`src/hdl/pwesk_pkg.sv`:
```
// constants and register map of the pwm edge skew configuration block
package pwesk_pkg;

   // ------------------------------------------------------------------
   // register map
   // ------------------------------------------------------------------
   localparam logic [7:0] ADDR_SKEW_GROUP_3   = 8'h6B;
   localparam logic [7:0] ADDR_SKEW_GROUP_4   = 8'h6C;
   localparam logic [7:0] ADDR_SKEW_STATUS    = 8'h70;
   localparam logic [7:0] ADDR_ACTIVE_GROUP_3 = 8'h71;
   localparam logic [7:0] ADDR_ACTIVE_GROUP_4 = 8'h72;
   localparam logic [7:0] ADDR_APPLY_COUNT    = 8'h73;

   // ------------------------------------------------------------------
   // field layout of a skew group register
   // ------------------------------------------------------------------
   localparam int HI_POL_BIT  = 7;
   localparam int HI_CODE_MSB = 6;
   localparam int HI_CODE_LSB = 4;
   localparam int LO_POL_BIT  = 3;
   localparam int LO_CODE_MSB = 2;
   localparam int LO_CODE_LSB = 0;

   // status register fields
   localparam int STAT_PEND_BIT = 0;

   // ------------------------------------------------------------------
   // reset values
   // ------------------------------------------------------------------
   localparam logic [7:0] RST_SKEW_GROUP = 8'h00;
   localparam logic [7:0] RST_APPLY_CNT  = 8'h00;
   localparam logic [7:0] RD_UNMAPPED    = 8'h00;

   // ------------------------------------------------------------------
   // polarity encoding
   // ------------------------------------------------------------------
   localparam logic POL_POSITIVE = 1'b0;
   localparam logic POL_NEGATIVE = 1'b1;

   // ------------------------------------------------------------------
   // timing of one offset step
   // ------------------------------------------------------------------
   localparam int STEP_NS       = 5;
   localparam int MAX_OFFSET_NS = 35;
   localparam int CODE_W        = 3;
   localparam int SKEW_NS_W     = 7;

   // edge index inside the skew vector
   localparam int EDGE_FIVE  = 0;
   localparam int EDGE_SIX   = 1;
   localparam int EDGE_SEVEN = 2;
   localparam int EDGE_EIGHT = 3;
   localparam int NUM_EDGES  = 4;

   typedef enum logic [1:0] {
      PWESK_IDLE,
      PWESK_PENDING
   } pwesk_state_t;

endpackage

```
`src/hdl/pwesk_top.sv`:
```
// pwm edge skew registers for edges five to eight, period aligned
//
// Operation
// - polarity 0 shifts later, 1 earlier
// - edge five: group 3 bits 6:4, bit 7
// - edges six, eight: bits 2:0, bit 3
// - edge seven: group 4 bits 6:4, bit 7
`timescale 1ns/1ps

module pwesk_top #(
   parameter int          ADDR_W  = 8,
   parameter int          DATA_W  = 8,
   parameter logic [7:0]  RST_VAL = pwesk_pkg::RST_SKEW_GROUP
) (
   input  wire logic               clock_i,
   input  wire logic               sys_rst_i,
   // register port
   input  wire logic [ADDR_W-1:0]  reg_addr_i,
   input  wire logic [DATA_W-1:0]  reg_wdata_i,
   input  wire logic               reg_wr_i,
   input  wire logic               reg_rd_i,
   output logic      [DATA_W-1:0]  reg_rdata_o,
   // from the nominal timing logic
   input  wire logic               period_start_i,
   // applied settings per edge
   output logic                    apply_o,
   output logic                    edge_five_pol_o,
   output logic      [2:0]         edge_five_code_o,
   output logic signed [6:0]       edge_five_skew_ns_o,
   output logic                    edge_six_pol_o,
   output logic      [2:0]         edge_six_code_o,
   output logic signed [6:0]       edge_six_skew_ns_o,
   output logic                    edge_seven_pol_o,
   output logic      [2:0]         edge_seven_code_o,
   output logic signed [6:0]       edge_seven_skew_ns_o,
   output logic                    edge_eight_pol_o,
   output logic      [2:0]         edge_eight_code_o,
   output logic signed [6:0]       edge_eight_skew_ns_o
);

   // ------------------------------------------------------------------
   // local types and helpers
   // ------------------------------------------------------------------
   localparam int NE = pwesk_pkg::NUM_EDGES;
   localparam int CW = pwesk_pkg::CODE_W;
   localparam int SW = pwesk_pkg::SKEW_NS_W;

   // signed skew in ns from polarity and step code
   function automatic logic signed [SW-1:0] skew_ns(
      input logic          pol,
      input logic [CW-1:0] code
   );
      logic signed [SW-1:0] mag;
      mag = SW'(code) * SW'(pwesk_pkg::STEP_NS);
      if (pol == pwesk_pkg::POL_NEGATIVE) begin
         skew_ns = -mag;
      end else begin
         skew_ns = mag;
      end
   endfunction

   function automatic logic addr_hit(
      input logic [ADDR_W-1:0] addr,
      input logic [7:0]        target
   );
      addr_hit = (addr == ADDR_W'(target));
   endfunction

   // ------------------------------------------------------------------
   // register decode
   // ------------------------------------------------------------------
   logic wr_grp3;
   logic wr_grp4;
   logic any_skew_wr;

   assign wr_grp3 = reg_wr_i &
                    addr_hit(reg_addr_i, pwesk_pkg::ADDR_SKEW_GROUP_3);
   assign wr_grp4 = reg_wr_i &
                    addr_hit(reg_addr_i, pwesk_pkg::ADDR_SKEW_GROUP_4);
   assign any_skew_wr = wr_grp3 | wr_grp4;

   // ------------------------------------------------------------------
   // software visible skew registers
   // ------------------------------------------------------------------
   logic [7:0] grp3_r;
   logic [7:0] grp4_r;

   always_ff @(posedge clock_i) begin
      if (sys_rst_i) begin
         grp3_r <= RST_VAL;
      end else if (wr_grp3) begin
         grp3_r <= reg_wdata_i[7:0];
      end
   end

   always_ff @(posedge clock_i) begin
      if (sys_rst_i) begin
         grp4_r <= RST_VAL;
      end else if (wr_grp4) begin
         grp4_r <= reg_wdata_i[7:0];
      end
   end

   // ------------------------------------------------------------------
   // update tracking
   // ------------------------------------------------------------------
   pwesk_pkg::pwesk_state_t state_r;
   pwesk_pkg::pwesk_state_t state_nxt;
   logic                    apply_r;

   // a write in the cycle of a period start stays pending
   always_comb begin
      state_nxt = state_r;
      case (state_r)
         pwesk_pkg::PWESK_IDLE: begin
            if (any_skew_wr) begin
               state_nxt = pwesk_pkg::PWESK_PENDING;
            end
         end
         pwesk_pkg::PWESK_PENDING: begin
            if (period_start_i && !any_skew_wr) begin
               state_nxt = pwesk_pkg::PWESK_IDLE;
            end
         end
         default: begin
            state_nxt = pwesk_pkg::PWESK_IDLE;
         end
      endcase
   end

   always_ff @(posedge clock_i) begin
      if (sys_rst_i) begin
         state_r <= pwesk_pkg::PWESK_IDLE;
      end else begin
         state_r <= state_nxt;
      end
   end

   logic pending;
   logic do_apply;

   assign pending  = (state_r == pwesk_pkg::PWESK_PENDING);
   assign do_apply = pending & period_start_i;

   always_ff @(posedge clock_i) begin
      if (sys_rst_i) begin
         apply_r <= 1'b0;
      end else begin
         apply_r <= do_apply;
      end
   end

   // ------------------------------------------------------------------
   // active copies, loaded only at a period start
   // ------------------------------------------------------------------
   logic [7:0] act3_r;
   logic [7:0] act4_r;

   always_ff @(posedge clock_i) begin
      if (sys_rst_i) begin
         act3_r <= RST_VAL;
         act4_r <= RST_VAL;
      end else if (do_apply) begin
         act3_r <= grp3_r;
         act4_r <= grp4_r;
      end
   end

   logic [7:0] apply_cnt_r;

   always_ff @(posedge clock_i) begin
      if (sys_rst_i) begin
         apply_cnt_r <= pwesk_pkg::RST_APPLY_CNT;
      end else if (do_apply) begin
         apply_cnt_r <= apply_cnt_r + 8'h01;
      end
   end

   // ------------------------------------------------------------------
   // field split per edge
   // ------------------------------------------------------------------
   logic [NE-1:0] edge_pol;
   logic [CW-1:0] edge_code [NE];

   assign edge_pol[pwesk_pkg::EDGE_FIVE] =
      act3_r[pwesk_pkg::HI_POL_BIT];
   assign edge_code[pwesk_pkg::EDGE_FIVE] =
      act3_r[pwesk_pkg::HI_CODE_MSB:pwesk_pkg::HI_CODE_LSB];
   assign edge_pol[pwesk_pkg::EDGE_SIX] =
      act3_r[pwesk_pkg::LO_POL_BIT];
   assign edge_code[pwesk_pkg::EDGE_SIX] =
      act3_r[pwesk_pkg::LO_CODE_MSB:pwesk_pkg::LO_CODE_LSB];
   assign edge_pol[pwesk_pkg::EDGE_SEVEN] =
      act4_r[pwesk_pkg::HI_POL_BIT];
   assign edge_code[pwesk_pkg::EDGE_SEVEN] =
      act4_r[pwesk_pkg::HI_CODE_MSB:pwesk_pkg::HI_CODE_LSB];
   assign edge_pol[pwesk_pkg::EDGE_EIGHT] =
      act4_r[pwesk_pkg::LO_POL_BIT];
   assign edge_code[pwesk_pkg::EDGE_EIGHT] =
      act4_r[pwesk_pkg::LO_CODE_MSB:pwesk_pkg::LO_CODE_LSB];

   // ------------------------------------------------------------------
   // signed skew per edge, registered
   // ------------------------------------------------------------------
   logic signed [SW-1:0] skew_r [NE];

   generate
      for (genvar g = 0; g < NE; g++) begin : g_edge
         always_ff @(posedge clock_i) begin
            if (sys_rst_i) begin
               skew_r[g] <= '0;
            end else begin
               skew_r[g] <= skew_ns(edge_pol[g], edge_code[g]);
            end
         end
      end
   endgenerate

   // ------------------------------------------------------------------
   // read port, data one cycle after the strobe
   // ------------------------------------------------------------------
   logic [7:0] rd_nxt;
   logic [7:0] rdata_r;

   always_comb begin
      rd_nxt = pwesk_pkg::RD_UNMAPPED;
      if (addr_hit(reg_addr_i, pwesk_pkg::ADDR_SKEW_GROUP_3)) begin
         rd_nxt = grp3_r;
      end else if (addr_hit(reg_addr_i,
                            pwesk_pkg::ADDR_SKEW_GROUP_4)) begin
         rd_nxt = grp4_r;
      end else if (addr_hit(reg_addr_i,
                            pwesk_pkg::ADDR_SKEW_STATUS)) begin
         rd_nxt[pwesk_pkg::STAT_PEND_BIT] = pending;
      end else if (addr_hit(reg_addr_i,
                            pwesk_pkg::ADDR_ACTIVE_GROUP_3)) begin
         rd_nxt = act3_r;
      end else if (addr_hit(reg_addr_i,
                            pwesk_pkg::ADDR_ACTIVE_GROUP_4)) begin
         rd_nxt = act4_r;
      end else if (addr_hit(reg_addr_i,
                            pwesk_pkg::ADDR_APPLY_COUNT)) begin
         rd_nxt = apply_cnt_r;
      end
   end

   always_ff @(posedge clock_i) begin
      if (sys_rst_i) begin
         rdata_r <= pwesk_pkg::RD_UNMAPPED;
      end else if (reg_rd_i) begin
         rdata_r <= rd_nxt;
      end else begin
         rdata_r <= pwesk_pkg::RD_UNMAPPED;
      end
   end

   assign reg_rdata_o = DATA_W'(rdata_r);

   // ------------------------------------------------------------------
   // outputs toward the edge timing logic
   // ------------------------------------------------------------------
   assign apply_o = apply_r;

   assign edge_five_pol_o      = edge_pol[pwesk_pkg::EDGE_FIVE];
   assign edge_five_code_o     = edge_code[pwesk_pkg::EDGE_FIVE];
   assign edge_five_skew_ns_o  = skew_r[pwesk_pkg::EDGE_FIVE];

   assign edge_six_pol_o       = edge_pol[pwesk_pkg::EDGE_SIX];
   assign edge_six_code_o      = edge_code[pwesk_pkg::EDGE_SIX];
   assign edge_six_skew_ns_o   = skew_r[pwesk_pkg::EDGE_SIX];

   assign edge_seven_pol_o     = edge_pol[pwesk_pkg::EDGE_SEVEN];
   assign edge_seven_code_o    = edge_code[pwesk_pkg::EDGE_SEVEN];
   assign edge_seven_skew_ns_o = skew_r[pwesk_pkg::EDGE_SEVEN];

   assign edge_eight_pol_o     = edge_pol[pwesk_pkg::EDGE_EIGHT];
   assign edge_eight_code_o    = edge_code[pwesk_pkg::EDGE_EIGHT];
   assign edge_eight_skew_ns_o = skew_r[pwesk_pkg::EDGE_EIGHT];

endmodule // pwesk_top

```
`config.mk`:
```
export PLATFORM = sky130hd
export DESIGN_NAME = pwesk_top
export DESIGN_NICKNAME = d
export VERILOG_FILES = /design/src/hdl/pwesk_pkg.sv /design/src/hdl/pwesk_top.sv
export SDC_FILE = /design/constraint.sdc
export NUM_CORES = 1
export LEC_CHECK = 0
export BUFFER_PORTS_ARGS = -buffer_cell sky130_fd_sc_hd__buf_2
export CAP_MARGIN = 20
export CORE_ASPECT_RATIO = 1.2
export CORE_UTILIZATION = 58
export CTS_BUF_LIST = sky130_fd_sc_hd__clkbuf_8 sky130_fd_sc_hd__clkbuf_16
export DETAILED_ROUTE_END_ITERATION = 8
export PLACE_DENSITY = 0.84
export SYNTH_ARGS = -nofsm -noshare
export SYNTH_HDL_FRONTEND = slang
export SYNTH_SLANG_ARGS = --single-unit
```
`constraint.sdc`:
```
create_clock -name clock_i -period 2.9 [get_ports clock_i]
set_input_delay 0.29 -clock clock_i [delete_from_list [all_inputs] [get_ports clock_i]]
set_output_delay 0.29 -clock clock_i [all_outputs]
set_load 0.005 [all_outputs]
```
Yosys cells after proc, flatten, opt, wreduce, memory -nomap -nowiden:

Memory sizes are Yosys's and may differ from the RTL's.
Cells that the tools add are included.

* RAM bits: 28
* memories kept: 1
* register bits after elaboration: 51
* output and inout port bits: 53
* ROM bits: 0
* input port bits: 21
* latch bits: 0
* word-level logic and storage cells: 66

Memory list
* skew_r: words 4, width 7, read ports 4, clocked after Yosys merged registers in 0, write ports 4, RTL line pwesk_top.sv:205 `logic signed [SW-1:0] skew_r [NE];`

* reduce and logical (&&, ||, !) cells: 5
* eq/ne operators: 9
* multiplexer cells: 25
* shifts and indexed selects: 0
* div/mod/pow operators: 0
* $mul: 4
* bitwise operators: 9
* magnitude comparators: 0
* add/sub/neg operators: 5

Operator list (number)
* 7-bit 2-to-1 mux: 13
* 8-bit by 7-bit == test with 1-bit output (second input constant): 6
* 8-bit 2-to-1 mux: 5
* 6-bit negation with 7-bit output: 4
* 3-bit by 3-bit multiplier with 6-bit output (second input constant): 4
* 8-bit by 1-bit adder with 8-bit output (second input constant): 1
* 1-bit OR: 5
* 1-bit 2-to-1 mux: 4
* 2-bit 2-to-1 mux: 2
* 2-bit one-hot mux with 2 select lines: 1
* 1-bit bitwise AND: 3
* 2-bit by 1-bit == test with 1-bit output (second input constant): 1
* 2-bit logical NOT: 1
* 2-bit by 1-bit != test with 1-bit output (second input constant): 1
* 2-bit != test (second input constant): 1
* 2-bit AND reduction: 1
* 2-bit OR reduction: 1
* 1-bit logical AND: 1
* 1-bit logical NOT: 1
* 1-bit inverter: 1

Logic depth before layout (Yosys ltp):

Gate-level depths: netlist of the first run.

* depth in word-level cells: 7
* gate-level depth with buffers: 8
* mapped depth without buffers: 8

Worst setup path after synthesis of the first run:

No wires, ideal clock.

* path type: reg2reg
* start: register act4_r[6]
* end: memory skew_r[2][5] (netlist bit)
* period minus slack after synthesis: 1.553 ns
* data arrival time: 1.426 ns
* setup slack: 1.347 ns
* required time: 2.772 ns
* stages on the path, launching flop included: 9
* setup time: 0.128 ns
* buffers on the path: 0
* cells stage by stage: dfxtp_1 -> ha_1 -> ha_1 -> inv_1 -> ha_1 -> nor3_1 -> a21oi_1 -> xnor2_1 -> nor2_1

RTL lines
* start, declared: RTL line pwesk_top.sv:157 `logic [7:0] act4_r;`
* start signal, assigned: RTL line pwesk_top.sv:165 `act4_r <= grp4_r;`
* end, declared: RTL line pwesk_top.sv:205

==> results of run 1 <==
synth_stat cells, types with 2 or more instances:
cell | n | area share, %
o21ai_0 | 4 | 0.58
nand2_1 | 30 | 3.3
xor2_1 | 10 | 2.5
xnor2_1 | 9 | 2.3
or3_1 | 4 | 0.72
nand4_1 | 4 | 0.72
dfxtp_1 | 78 | 45
o22a_1 | 4 | 1.0
a311oi_1 | 4 | 1.0
and3_1 | 2 | 0.36
o31ai_1 | 4 | 0.87
o211a_1 | 8 | 2.3
nor2_1 | 51 | 5.5
mux2i_1 | 21 | 6.1
nand3_1 | 2 | 0.29
buf_1 | 5 | 0.54
ha_1 | 21 | 7.6
nor2b_1 | 2 | 0.36
inv_1 | 21 | 2.3
a22oi_1 | 7 | 1.5
nor3_1 | 4 | 0.58
clkbuf_1 | 6 | 0.65
buf_2 | 4 | 0.58
o22ai_1 | 7 | 1.3
o2111ai_1 | 2 | 0.51
buf_6 | 2 | 0.65
mux2_2 | 7 | 2.3
a21oi_1 | 34 | 4.9
through the flow:
| step | utilization, % | hold slack [ns] | worst slack (ns) |
|---|---|---|---|
| 3_3_place_gp | 67.50 | 0.4674 | 1.185 |
| 5_1_grt | 71.82 | 0.1796 | 0.9412 |
| 4_1_cts | 71.82 | 0.1833 | 1.127 |
| 3_5_place_dp | 67.50 | 0.4800 | 1.142 |
| 6_report | 71.82 | 0.1896 | 1.106 |
| 2_1_floorplan | - | 0.4097 | 1.347 |
per-layer routing:
layer,global-route usage [%],up-vias
met5,0,-
met4,14.44,0
met3,4.535,19
met2,43.50,81
met1,32.57,1370
li1,-,1415
flip-flops by register name, indices dropped and copies added, names as in the netlist:
name	flops
act3_r	8
grp4_r	8
act4_r	8
apply_o	1
grp3_r	8
skew_r	28
reg_rdata_o	8
apply_cnt_r	8
state_r	1
logic make-up (layout without fill, tap and decap cells):
kind of cell,Yosys count,count (layout),synth area share [%]
DFF,78,78,45.20
adders and majority gates,21,21,7.606
xor gates and xnor gates,19,19,4.817
AOI/OAI and AO/OA,77,77,14.78
and+or+nand+nor,107,107,14.52
buffers and inverters,38,112,4.709
muxes,28,28,8.367
tightest hold or removal path, cell delays in order:
cell and delay [ns]:
buf_2 0.09, mux2i_1 0.06, nor2_1 0.07
final cells by class:
type                    instances  area [um2]
multi-input cells             252        1730
repair buffers                 75       380.4
inverters                      21       78.83
clock buffers                  10       137.6
well taps                      80       100.1
flip-flops and latches         78        1562
fillers                       439        1608
clock inverters                 6       108.9
final timing paths:
| check | startpoint | to | slack, ns |
|---|---|---|---|
| min reg2reg | grp4_r[5]$_SDFFE_PP0P_ | act4_r[5]$_SDFFE_PP0P_ | 0.48 |
| max reg2reg | act4_r[2]$_SDFFE_PP0P_ | skew_r[3][5]$_SDFF_PP0_ | 1.11 |
| max | act4_r[2]$_SDFFE_PP0P_ | skew_r[3][5]$_SDFF_PP0_ | 1.11 |
| min | reg_wdata_i[7] | grp4_r[7]$_SDFFE_PP0P_ | 0.19 |
power by group through the flow:
stage	sequential, W	clock (W)	combinational [W]
6_report	0.00107	0.000979	0.0000624
5_1_grt	0.00107	0.00105	0.0000670
4_1_cts	0.00107	0.000990	0.0000619
3_5_place_dp	0.00110	0	0.0000618
3_3_place_gp	0.00110	0	0.0000601
2_1_floorplan	0.00110	0	0.0000414
==> summary.txt, run 1 <==
Drt
  • Remaining DRCs: 0
  • Metal1 wirelength: 3.397 mm
  • Wire per inst: between 10 and 15 um
  • DR top layer: met4
  • Starting DRT DRC Count: 181
  • DR WL met3: approximately 290 um
  • Met2 routed WL: a little under 4 mm
  • Drt pass-1 iters: 5
  • Remaining antenna violation count: 0
  • Vias/cell: between 5 and 6
  • Total Wirelength: between 7 and 8 mm
  • Via count: 2885

Clock network
  • CTS tree: built
  • Clock slew at reported path FFs: 0.08 ns
  • CTS H-tree lvls: 3
  • CTS Hold Bufs: 0
  • Setup Buffers After CTS: 0
  • # resized after CTS: 0
  • Sink Count: just under 80
  • Number of buffers created by CTS: 9
  • Clk Latency, worst-skew pair: between 0.3 and 0.4 ns
  • CTS max path bufs: 2
  • Root buffer selected by CTS: clkbuf_8

Critical path
  • Family with the most delay on the worst path: adder cells
  • Buf/Inv on CP: 1
  • Slowest stage delay, CP: 0.47 ns
  • Critical path class: flip-flop to flip-flop
  • CP cell instances: ha_1 -> ha_1 -> inv_1 -> ha_1 -> nor3_1 -> a21oi_1 -> xnor2_1 -> nor2_1
  • Crit-path most repeated cell: ha_1
  • Worst path depth: 8
  • Crit path required time: between 3 and 4 ns
  • Crit path max-delay cell type: dfxtp_1
  • Reg2Reg Depth: 8
  • Startpoint types: flip-flop
  • CP Capture Type: flip-flop
  • Worst Path Arrival: ~2 ns
  • CP max FO: 6

STA
  • Slew headroom: 45.90%
  • RSZ-0062 raised after global routing: false
  • Worst slew pin tran: just over 0.8 ns
  • F_max: roughly 560 MHz
  • Setup tns final: 0 ns
  • Setup Skew: 0.006886 ns
  • Fin. Hold Viols: 0
  • Final setup vio count: 0
  • Period utilization: 61.85%
  • Final Slew Violations: 0
  • Fin crit period: 1.794 ns

Finish
  • Commonest non-fill, non-tap cells in the layout: 78 x dfxtp_1, 73 x buf_2, 51 x nor2_1
  • Area Overhead vs Synth: 18.62%
  • Antenna cells: 0
  • Design area: between 4000 and 5000 um2
  • Most common cell after layout, fill and taps aside: dfxtp_1
  • Layout cells sized above 1: 23.30%
  • Final cell count without fillers: between 500 and 600
  • Nets@finish: roughly 480

Floorplan
  • Die Area: 6270 um2
  • # rows: 30
  • DIE HEIGHT: slightly below 90 um
  • Initial core utilization: 60.55%
  • I/O Pins: 74
  • Placeable Area: 5705 um2
  • Chip width: 72.45 um

Synthesis
  • Synthesized cell area: about 3500 um2
  • Syn Nets: 410
  • Seq/Total Area, Yosys: a little under half
  • Syn_area_per_cell: roughly 9.4 um2
  • Yosys reg bits: 78
  • Synth warn: 0
  • Async set-reset flop share out of synthesis: 0%
  • Syn Inst Count: roughly 370
  • EDFF count, synth: 0
  • Netlist cell types: 39
  • Post-synth top flop: dfxtp_1

Status
  • Outcome: complete, no violations

Pwr
  • Tot Pwr: 0.002113 W
  • Clock power frac: 46.3%
  • Psw: 0.0004274 W
  • Combinational Power Share: 3.0%
  • Sequential power share: between 50% and 60%
  • Leak: approximately 1.9 nW
  • Pwr dens: ~520 nW/um2
  • Peak VDD IR: 0.0003654 V
  • Pint: between 0.0015 and 0.002 W
  • Net Sw Frac: a little over 20%

Placement
  • Gpl congestion: around 0.85
  • DP Area: 3851 um2
  • IO buf count: 73
  • Placed insts: between 500 and 600
  • HPWL Detailed: approximately 5.5 mm

Global route
  • Antenna violations before repair: 0
  • Total track usage: 26.38%
  • First-pass GRT wire length: about 13 mm
  • Vias in the first global route: approximately 2700
  • Largest net degree at the start of global routing: 45
  • Grt ovf: 0

Hold path
  • HP Class: input port to flip-flop
  • WHS Path Cells: 3

Run
  • Max-cap viol count: 0
Note: power is estimated with default switching activity, not from simulation.
==> run 2, diff against run 1 <==
CORE_UTILIZATION = 49   (was 58)
PLACE_DENSITY = 0.76   (was 0.84)
clock period = 1.5 ns   (was 2.9 ns; I/O delays follow)
==> run 2 against run 1 <==
Net effect: maximum frequency up 22%; cell area up 10%; critical path depth down 2; power up 87%; global-route usage down 2.2 points; hold slack worse by 0.14 ns; clock-buffer cell count up 1; clock power up 77%; register-to-register slack worse by 1.1 ns; combinational power up 130%; sequential cell count unchanged.
==> summary.txt, run 2 (synthesized netlist as in run 1, its figures left out) <==
Critical path
  • Reg-to-Reg Start: act3_r[4]$_SDFFE_PP0P_
  • Crit path required time: 1.74 ns (-1.37 ns)
  • Critical path class: flip-flop to flip-flop
  • Endpoint of the most critical register-to-register path: skew_r[0][4]$_SDFF_PP0_
  • Worst Path Arrival: 1.71 ns (-0.30 ns)
  • CP Capture Type: flip-flop
  • Startpoint types: flip-flop
  • Slack of the worst reg-to-reg path: 0.02 ns (-1.08 ns)
  • Reg2Reg Depth: 6 (-2)
  • CP max FO: 3 (-3)

Finish
  • Area Overhead vs Synth: 30.71%
  • Post-layout util: 66.28% (-5.5 points)
  • Most common cell after layout, fill and taps aside: buf_2
  • Max FFs per register: 28 (unchanged)
  • Fillers: 539 (+23%)
  • Top reg by flops: skew_r
  • Antenna cells: 0 (unchanged)
  • Layout cells sized above 1: 35.59% (+12 points)
  • Area of the multi-input gates: 1903 um2 (+10%)
  • Register Area: 1578 um2 (+1.0%)
  • Commonest non-fill, non-tap cells in the layout: 73 x buf_2, 69 x dfxtp_1, 49 x nor2_1
  • Nets@finish: 510 (+6.5%)

STA
  • Slew headroom: 69.25% (+23 points)
  • F_max: 678.0 MHz (+22%)
  • Worst slew pin tran: 0.4596 ns (-0.3519 ns)
  • Final Slew Violations: 0 (unchanged)
  • Fin crit period: 1.475 ns (-0.3186 ns)
  • Setup Skew: 0.003084 ns (-0.003802 ns)
  • Final setup vio count: 0 (unchanged)
  • RSZ-0062 raised after global routing: true
  • Fin. Hold Viols: 0 (unchanged)
  • Period utilization: 98.33% (+36 points)

Global route
  • Antenna violations before repair: 0 (unchanged)
  • First-pass GRT wire length: 13.79 mm (+8.1%)
  • Vias in the first global route: 2993 (+8.9%)
  • Grt ovf: 0 (unchanged)
  • Total track usage: 24.16% (-2.2 points)
  • Largest net degree at the start of global routing: 26 (-42%)

Pwr
  • Pwr dens: 874.1 nW/um2 (+70%)
  • Pint: 0.003140 W (+86%)
  • Combinational Power Share: 3.7% (+0.7 points)
  • Sequential power share: 52.4% (+1.7 points)
  • Tot Pwr: 0.003947 W (+87%)
  • Leak: 2.094 nW (+8.2%)
  • Clock power frac: 43.9% (-2.4 points)
  • Peak VDD IR: 0.0006455 V (+77%)
  • Psw: 0.0008066 W (+89%)
  • Net Sw Frac: 20.43% (+0.20 points)

Floorplan
  • # rows: 33 (+10%)
  • Chip width: 78.65 um (+8.6%)
  • I/O Pins: 74 (unchanged)
  • Initial core utilization: 50.71% (-9.8 points)
  • DIE HEIGHT: 93.98 um (+8.6%)
  • Die Area: 7392 um2 (+18%)
  • Placeable Area: 6813 um2 (+19%)

Clock network
  • CTS H-tree lvls: 3 (unchanged)
  • Sink Count: 78 (unchanged)
  • Clock slew at reported path FFs: 0.08 ns (about the same)
  • Root buffer selected by CTS: clkbuf_8
  • Number of buffers created by CTS: 9 (unchanged)
  • CTS max path bufs: 2 (unchanged)
  • Clk Latency, worst-skew pair: 0.34 ns (about the same)
  • CTS Hold Bufs: 0 (unchanged)
  • CTS tree: built

Status
  • Outcome: complete, no violations

Hold path
  • Hold path start: reg_wdata_i[7]
  • Hold EP: grp4_r[7]$_SDFFE_PP0P_
  • HP Class: input port to flip-flop
  • WHS Path Cells: 3 (unchanged)

Drt
  • Total Wirelength: 8.489 mm (+9.9%)
  • Remaining DRCs: 0 (unchanged)
  • Wire per inst: 15.19 um (+2.6%)
  • Drt pass-1 iters: 6 (+1)
  • Remaining antenna violation count: 0 (unchanged)
  • Starting DRT DRC Count: 208 (+15%)
  • Via count: 3052 (+5.8%)
  • Vias/cell: 5.460 (-1.2%)

Placement
  • Gpl congestion: 0.8341 (-1.8%)
  • HPWL Detailed: 6.122 mm (+11%)
  • IO buf count: 73 (unchanged)

Run
  • Max-cap viol count: 0 (unchanged)
-- run 2: layout make-up --
| cell class | instances | area share [%] |
|---|---|---|
| clock buffer | 11 | 3.353 |
| tap | 87 | 2.411 |
| inverter | 21 | 1.746 |
| timing repair buffer | 106 | 13.85 |
| clock inverter | 4 | 1.552 |
| sequential | 78 | 34.94 |
| multi-input combinational | 252 | 42.14 |
-- run 2: worst max-delay path by stage --
stage                            from                       to  slack, ns  cells after the start
2_1_floorplan  act4_r[4]$_SDFFE_PP0P_  skew_r[2][5]$_SDFF_PP0_     -0.002                      8
3_3_place_gp   act4_r[4]$_SDFFE_PP0P_  skew_r[2][5]$_SDFF_PP0_       0.02                      8
3_5_place_dp   act3_r[0]$_SDFFE_PP0P_  skew_r[1][5]$_SDFF_PP0_      -0.05                      8
4_1_cts        act4_r[6]$_SDFFE_PP0P_  skew_r[2][5]$_SDFF_PP0_      0.003                      8
5_1_grt        act4_r[6]$_SDFFE_PP0P_  skew_r[2][5]$_SDFF_PP0_      -0.03                      8
6_report       act3_r[4]$_SDFFE_PP0P_  skew_r[0][4]$_SDFF_PP0_       0.02                      6
-- run 2: critical path, cell delays in order, from the launching register on --
cell and delay (ns):
dfxtp_4 0.35, ha_2 0.19, ha_4 0.22, nor2_1 0.23, a21oi_1 0.16, xnor2_1 0.17, nor2_1 0.05
-- run 2: per-stage QoR --
step	setup WS [ns]	area, um2	instances	setup TNS (ns)	hold slack, ns
after floorplan	-0.001920	3515	368	-0.001920	0.2697
after global placement	0.02051	4143	541	0	0.3955
after detailed placement	-0.05254	4143	541	-0.1789	0.4045
after CTS	0.002787	4438	558	0	0.04062
after global routing	-0.03162	4516	559	-0.06561	0.05275
final	0.02499	4516	559	0	0.04985
-- run 2: timing repair --
action                     4_1_cts  5_1_grt
cloned                           0        0
buffers inserted                 2        1
pin swaps                       11        8
gates resized for setup         12       12
setup endpoints to repair        4        6
-- run 2: metal layers --
layer / vias up / share of wire (%) / GRT usage, %
li1: 1479 / - / -
met5: - / 0 / 0
met2: 98 / 51 / 42.61
met1: 1448 / 42 / 27.09
met4: 0 / 3.2 / 14.51
met3: 27 / 3.8 / 3.883
-- run 2: power groups by stage --
stage | clock (W) | combinational (W) | sequential [W]
finish | 0.00173 | 0.000146 | 0.00207
global route | 0.00184 | 0.000161 | 0.00207
detailed placement | 0 | 0.000144 | 0.00212
global placement | 0 | 0.000141 | 0.00212
floorplan | 0 | 0.0000801 | 0.00212
CTS | 0.00176 | 0.000145 | 0.00207
==> run 3, diff against run 2 <==
SETUP_SLACK_MARGIN = 0.05   (was default)
==> run 3 against run 2 <==
Net effect: via count shrank 2.1%; sequential power is essentially flat; power shrank 9.8%; worst setup slack gained 0.019 ns; global-route usage shrank 1.1 points; critical endpoint is now skew_r[1][5]$_SDFF_PP0_; highest routed layer unchanged.
==> summary.txt, run 3 (synthesized netlist as in run 1, its figures left out) <==
Global route
  • First-pass GRT wire length: 13.10 mm (-5.0%)
  • Grt ovf: 0 (unchanged)
  • Antenna violations before repair: 0 (unchanged)
  • Largest net degree at the start of global routing: 21 (-19%)
  • Total track usage: 23.07% (-1.1 points)
  • Vias in the first global route: 2882 (-3.7%)

STA
  • Period utilization: 97.08% (-1.3 points)
  • Fin. Hold Viols: 0 (unchanged)
  • Final Slew Violations: 0 (unchanged)
  • RSZ-0062 raised after global routing: true
  • Worst slew pin tran: 0.4303 ns (-0.02933 ns)
  • Final setup vio count: 0 (unchanged)
  • F_max: 686.7 MHz (+1.3%)
  • Setup Skew: 0.008112 ns (+0.005028 ns)
  • Final worst slack: 0.04382 ns (+0.01883 ns)
  • Fin crit period: 1.456 ns (-0.01883 ns)
  • Slew headroom: 71.31% (+2.1 points)

Critical path
  • Startpoint types: flip-flop
  • Reg-to-Reg Start: act3_r[0]$_SDFFE_PP0P_
  • Slack of the worst reg-to-reg path: 0.04 ns (+0.02 ns)
  • CP max FO: 2 (-1)
  • Worst Path Arrival: 1.70 ns (about the same)
  • Critical path class: flip-flop to flip-flop
  • Crit path required time: 1.74 ns (about the same)
  • Reg2Reg Depth: 8 (+2)
  • CP Capture Type: flip-flop
  • Endpoint of the most critical register-to-register path: skew_r[1][5]$_SDFF_PP0_

Finish
  • Commonest non-fill, non-tap cells in the layout: 73 x buf_2, 66 x dfxtp_1, 48 x nor2_1
  • Design area: 4499 um2 (-0.36%)
  • Antenna cells: 0 (unchanged)
  • Post-layout util: 66.04% (-0.24 points)
  • Top reg by flops: skew_r
  • Area Overhead vs Synth: 30.24%
  • Layout cells sized above 1: 35.90% (+0.30 points)
  • Nets@finish: 505 (-0.98%)
  • Max FFs per register: 28 (unchanged)
  • Most common cell after layout, fill and taps aside: buf_2

Clock network
  • CTS H-tree lvls: 3 (unchanged)
  • Clock slew at reported path FFs: 0.08 ns (about the same)
  • Number of buffers created by CTS: 9 (unchanged)
  • Sink Count: 78 (unchanged)
  • CTS Hold Bufs: 0 (unchanged)
  • Setup Buffers After CTS: 0 (-2)
  • CTS max path bufs: 2 (unchanged)
  • CTS tree: built
  • Root buffer selected by CTS: clkbuf_8
  • Clk Latency, worst-skew pair: 0.35 ns (about the same)

Drt
  • Wire per inst: 14.76 um (-2.8%)
  • Vias/cell: 5.384 (-1.4%)
  • Metal1 wirelength: 3.521 mm (-1.3%)
  • Met2 routed WL: 4.152 mm (-4.0%)
  • Drt pass-1 iters: 4 (-2)
  • Remaining DRCs: 0 (unchanged)
  • Remaining antenna violation count: 0 (unchanged)
  • Via count: 2988 (-2.1%)
  • Starting DRT DRC Count: 146 (-30%)
  • DR WL met3: 389 um (+21%)
  • Total Wirelength: 8.193 mm (-3.5%)
  • DR top layer: met4

Placement
  • HPWL Detailed: 6.200 mm (+1.3%)
  • Pre-CTS setup slack: -0.009721 ns (+0.04282 ns)
  • IO buf count: 73 (unchanged)
  • Gpl congestion: 0.8582 (+2.9%)
  • DP Area: 4275 um2 (+3.2%)

Floorplan
  • Chip width: 78.65 um (unchanged)
  • DIE HEIGHT: 93.98 um (unchanged)
  • I/O Pins: 74 (unchanged)
  • Die Area: 7392 um2 (unchanged)
  • Initial core utilization: 50.71% (unchanged)
  • # rows: 33 (unchanged)
  • Placeable Area: 6813 um2 (unchanged)

Hold path
  • Hold EP: grp4_r[4]$_SDFFE_PP0P_
  • HP Class: input port to flip-flop
  • Hold path start: reg_wdata_i[4]
  • WHS Path Cells: 3 (unchanged)

Status
  • Outcome: complete, no violations

Pwr
  • Pwr dens: 791.3 nW/um2 (-9.5%)
  • Peak VDD IR: 0.0006607 V (+2.4%)
  • Leak: 2.061 nW (-1.6%)

Run
  • Max-cap viol count: 0 (unchanged)
## run 3: cell count changes in the layout (fill, tap and decap cells not counted), sizes merged
cell,delta
clkbuf,-1
buf,-5
bufinv,-2
clkinv,+4
## run 3: worst max-delay path by stage
stage | start | endpoint | cells past startpoint
floorplan | act4_r[5]$_SDFFE_PP0P_ | skew_r[2][5]$_SDFF_PP0_ | 7
global placement | reg_addr_i[7] | reg_rdata_o[0]$_SDFF_PP0_ | 5
detailed placement | reg_addr_i[7] | reg_rdata_o[0]$_SDFF_PP0_ | 5
CTS | act3_r[0]$_SDFFE_PP0P_ | skew_r[1][5]$_SDFF_PP0_ | 8
global route | act3_r[0]$_SDFFE_PP0P_ | skew_r[1][5]$_SDFF_PP0_ | 8
finish | act3_r[0]$_SDFFE_PP0P_ | skew_r[1][5]$_SDFF_PP0_ | 8
## run 3: where the power goes
group | internal, W | switching (W)
Combinational | 0.0000596 | 0.0000837
Sequential | 0.00206 | 0.000000967
Clock | 0.000623 | 0.000733
## run 3: stage by stage
step / std cells / total power, W / TNS (ns) / hold WS (ns)
global placement: 539 / 0.002249 / 0 / 0.3946
CTS: 555 / 0.003590 / 0 / 0.03705
finish: 555 / 0.003560 / 0 / 0.05117
global route: 555 / 0.003674 / -0.04548 / 0.06158
floorplan: 368 / 0.002191 / 0 / 0.2697
detailed placement: 539 / 0.002251 / -0.01030 / 0.4075
## run 3: per-layer routing
| layer | GRT usage (%) | up-vias |
|---|---|---|
| met1 | 26.60 | 1426 |
| met4 | 9.568 | 0 |
| met5 | 0 | - |
| li1 | - | 1470 |
| met2 | 40.80 | 80 |
| met3 | 5.049 | 12 |
## run 3: repair_timing
action	CTS	global route
resized for setup	1	15
setup endpoints to repair	4	8
pin swaps	11	3
## run 3: worst max-delay path, stage by stage, from the launching register on
cell	delay [ns]
dfxtp_4	0.35
ha_4	0.16
ha_4	0.15
inv_2	0.05
ha_4	0.20
nor3_4	0.17
a21oi_2	0.08
xnor2_1	0.13
nor2_1	0.06
## run 3: cell type report
| cell class | instances | area, um2 |
|---|---|---|
| Inverter | 21 | 81.33 |
| Sequential cell | 78 | 1589 |
| Clock inverter | 6 | 27.53 |
| Multi-Input combinational cell | 252 | 1954 |
| Timing Repair Buffer | 101 | 600.6 |
| Tap cell | 87 | 108.9 |
| Fill cell | 582 | 2313 |
| Clock buffer | 10 | 137.6 |
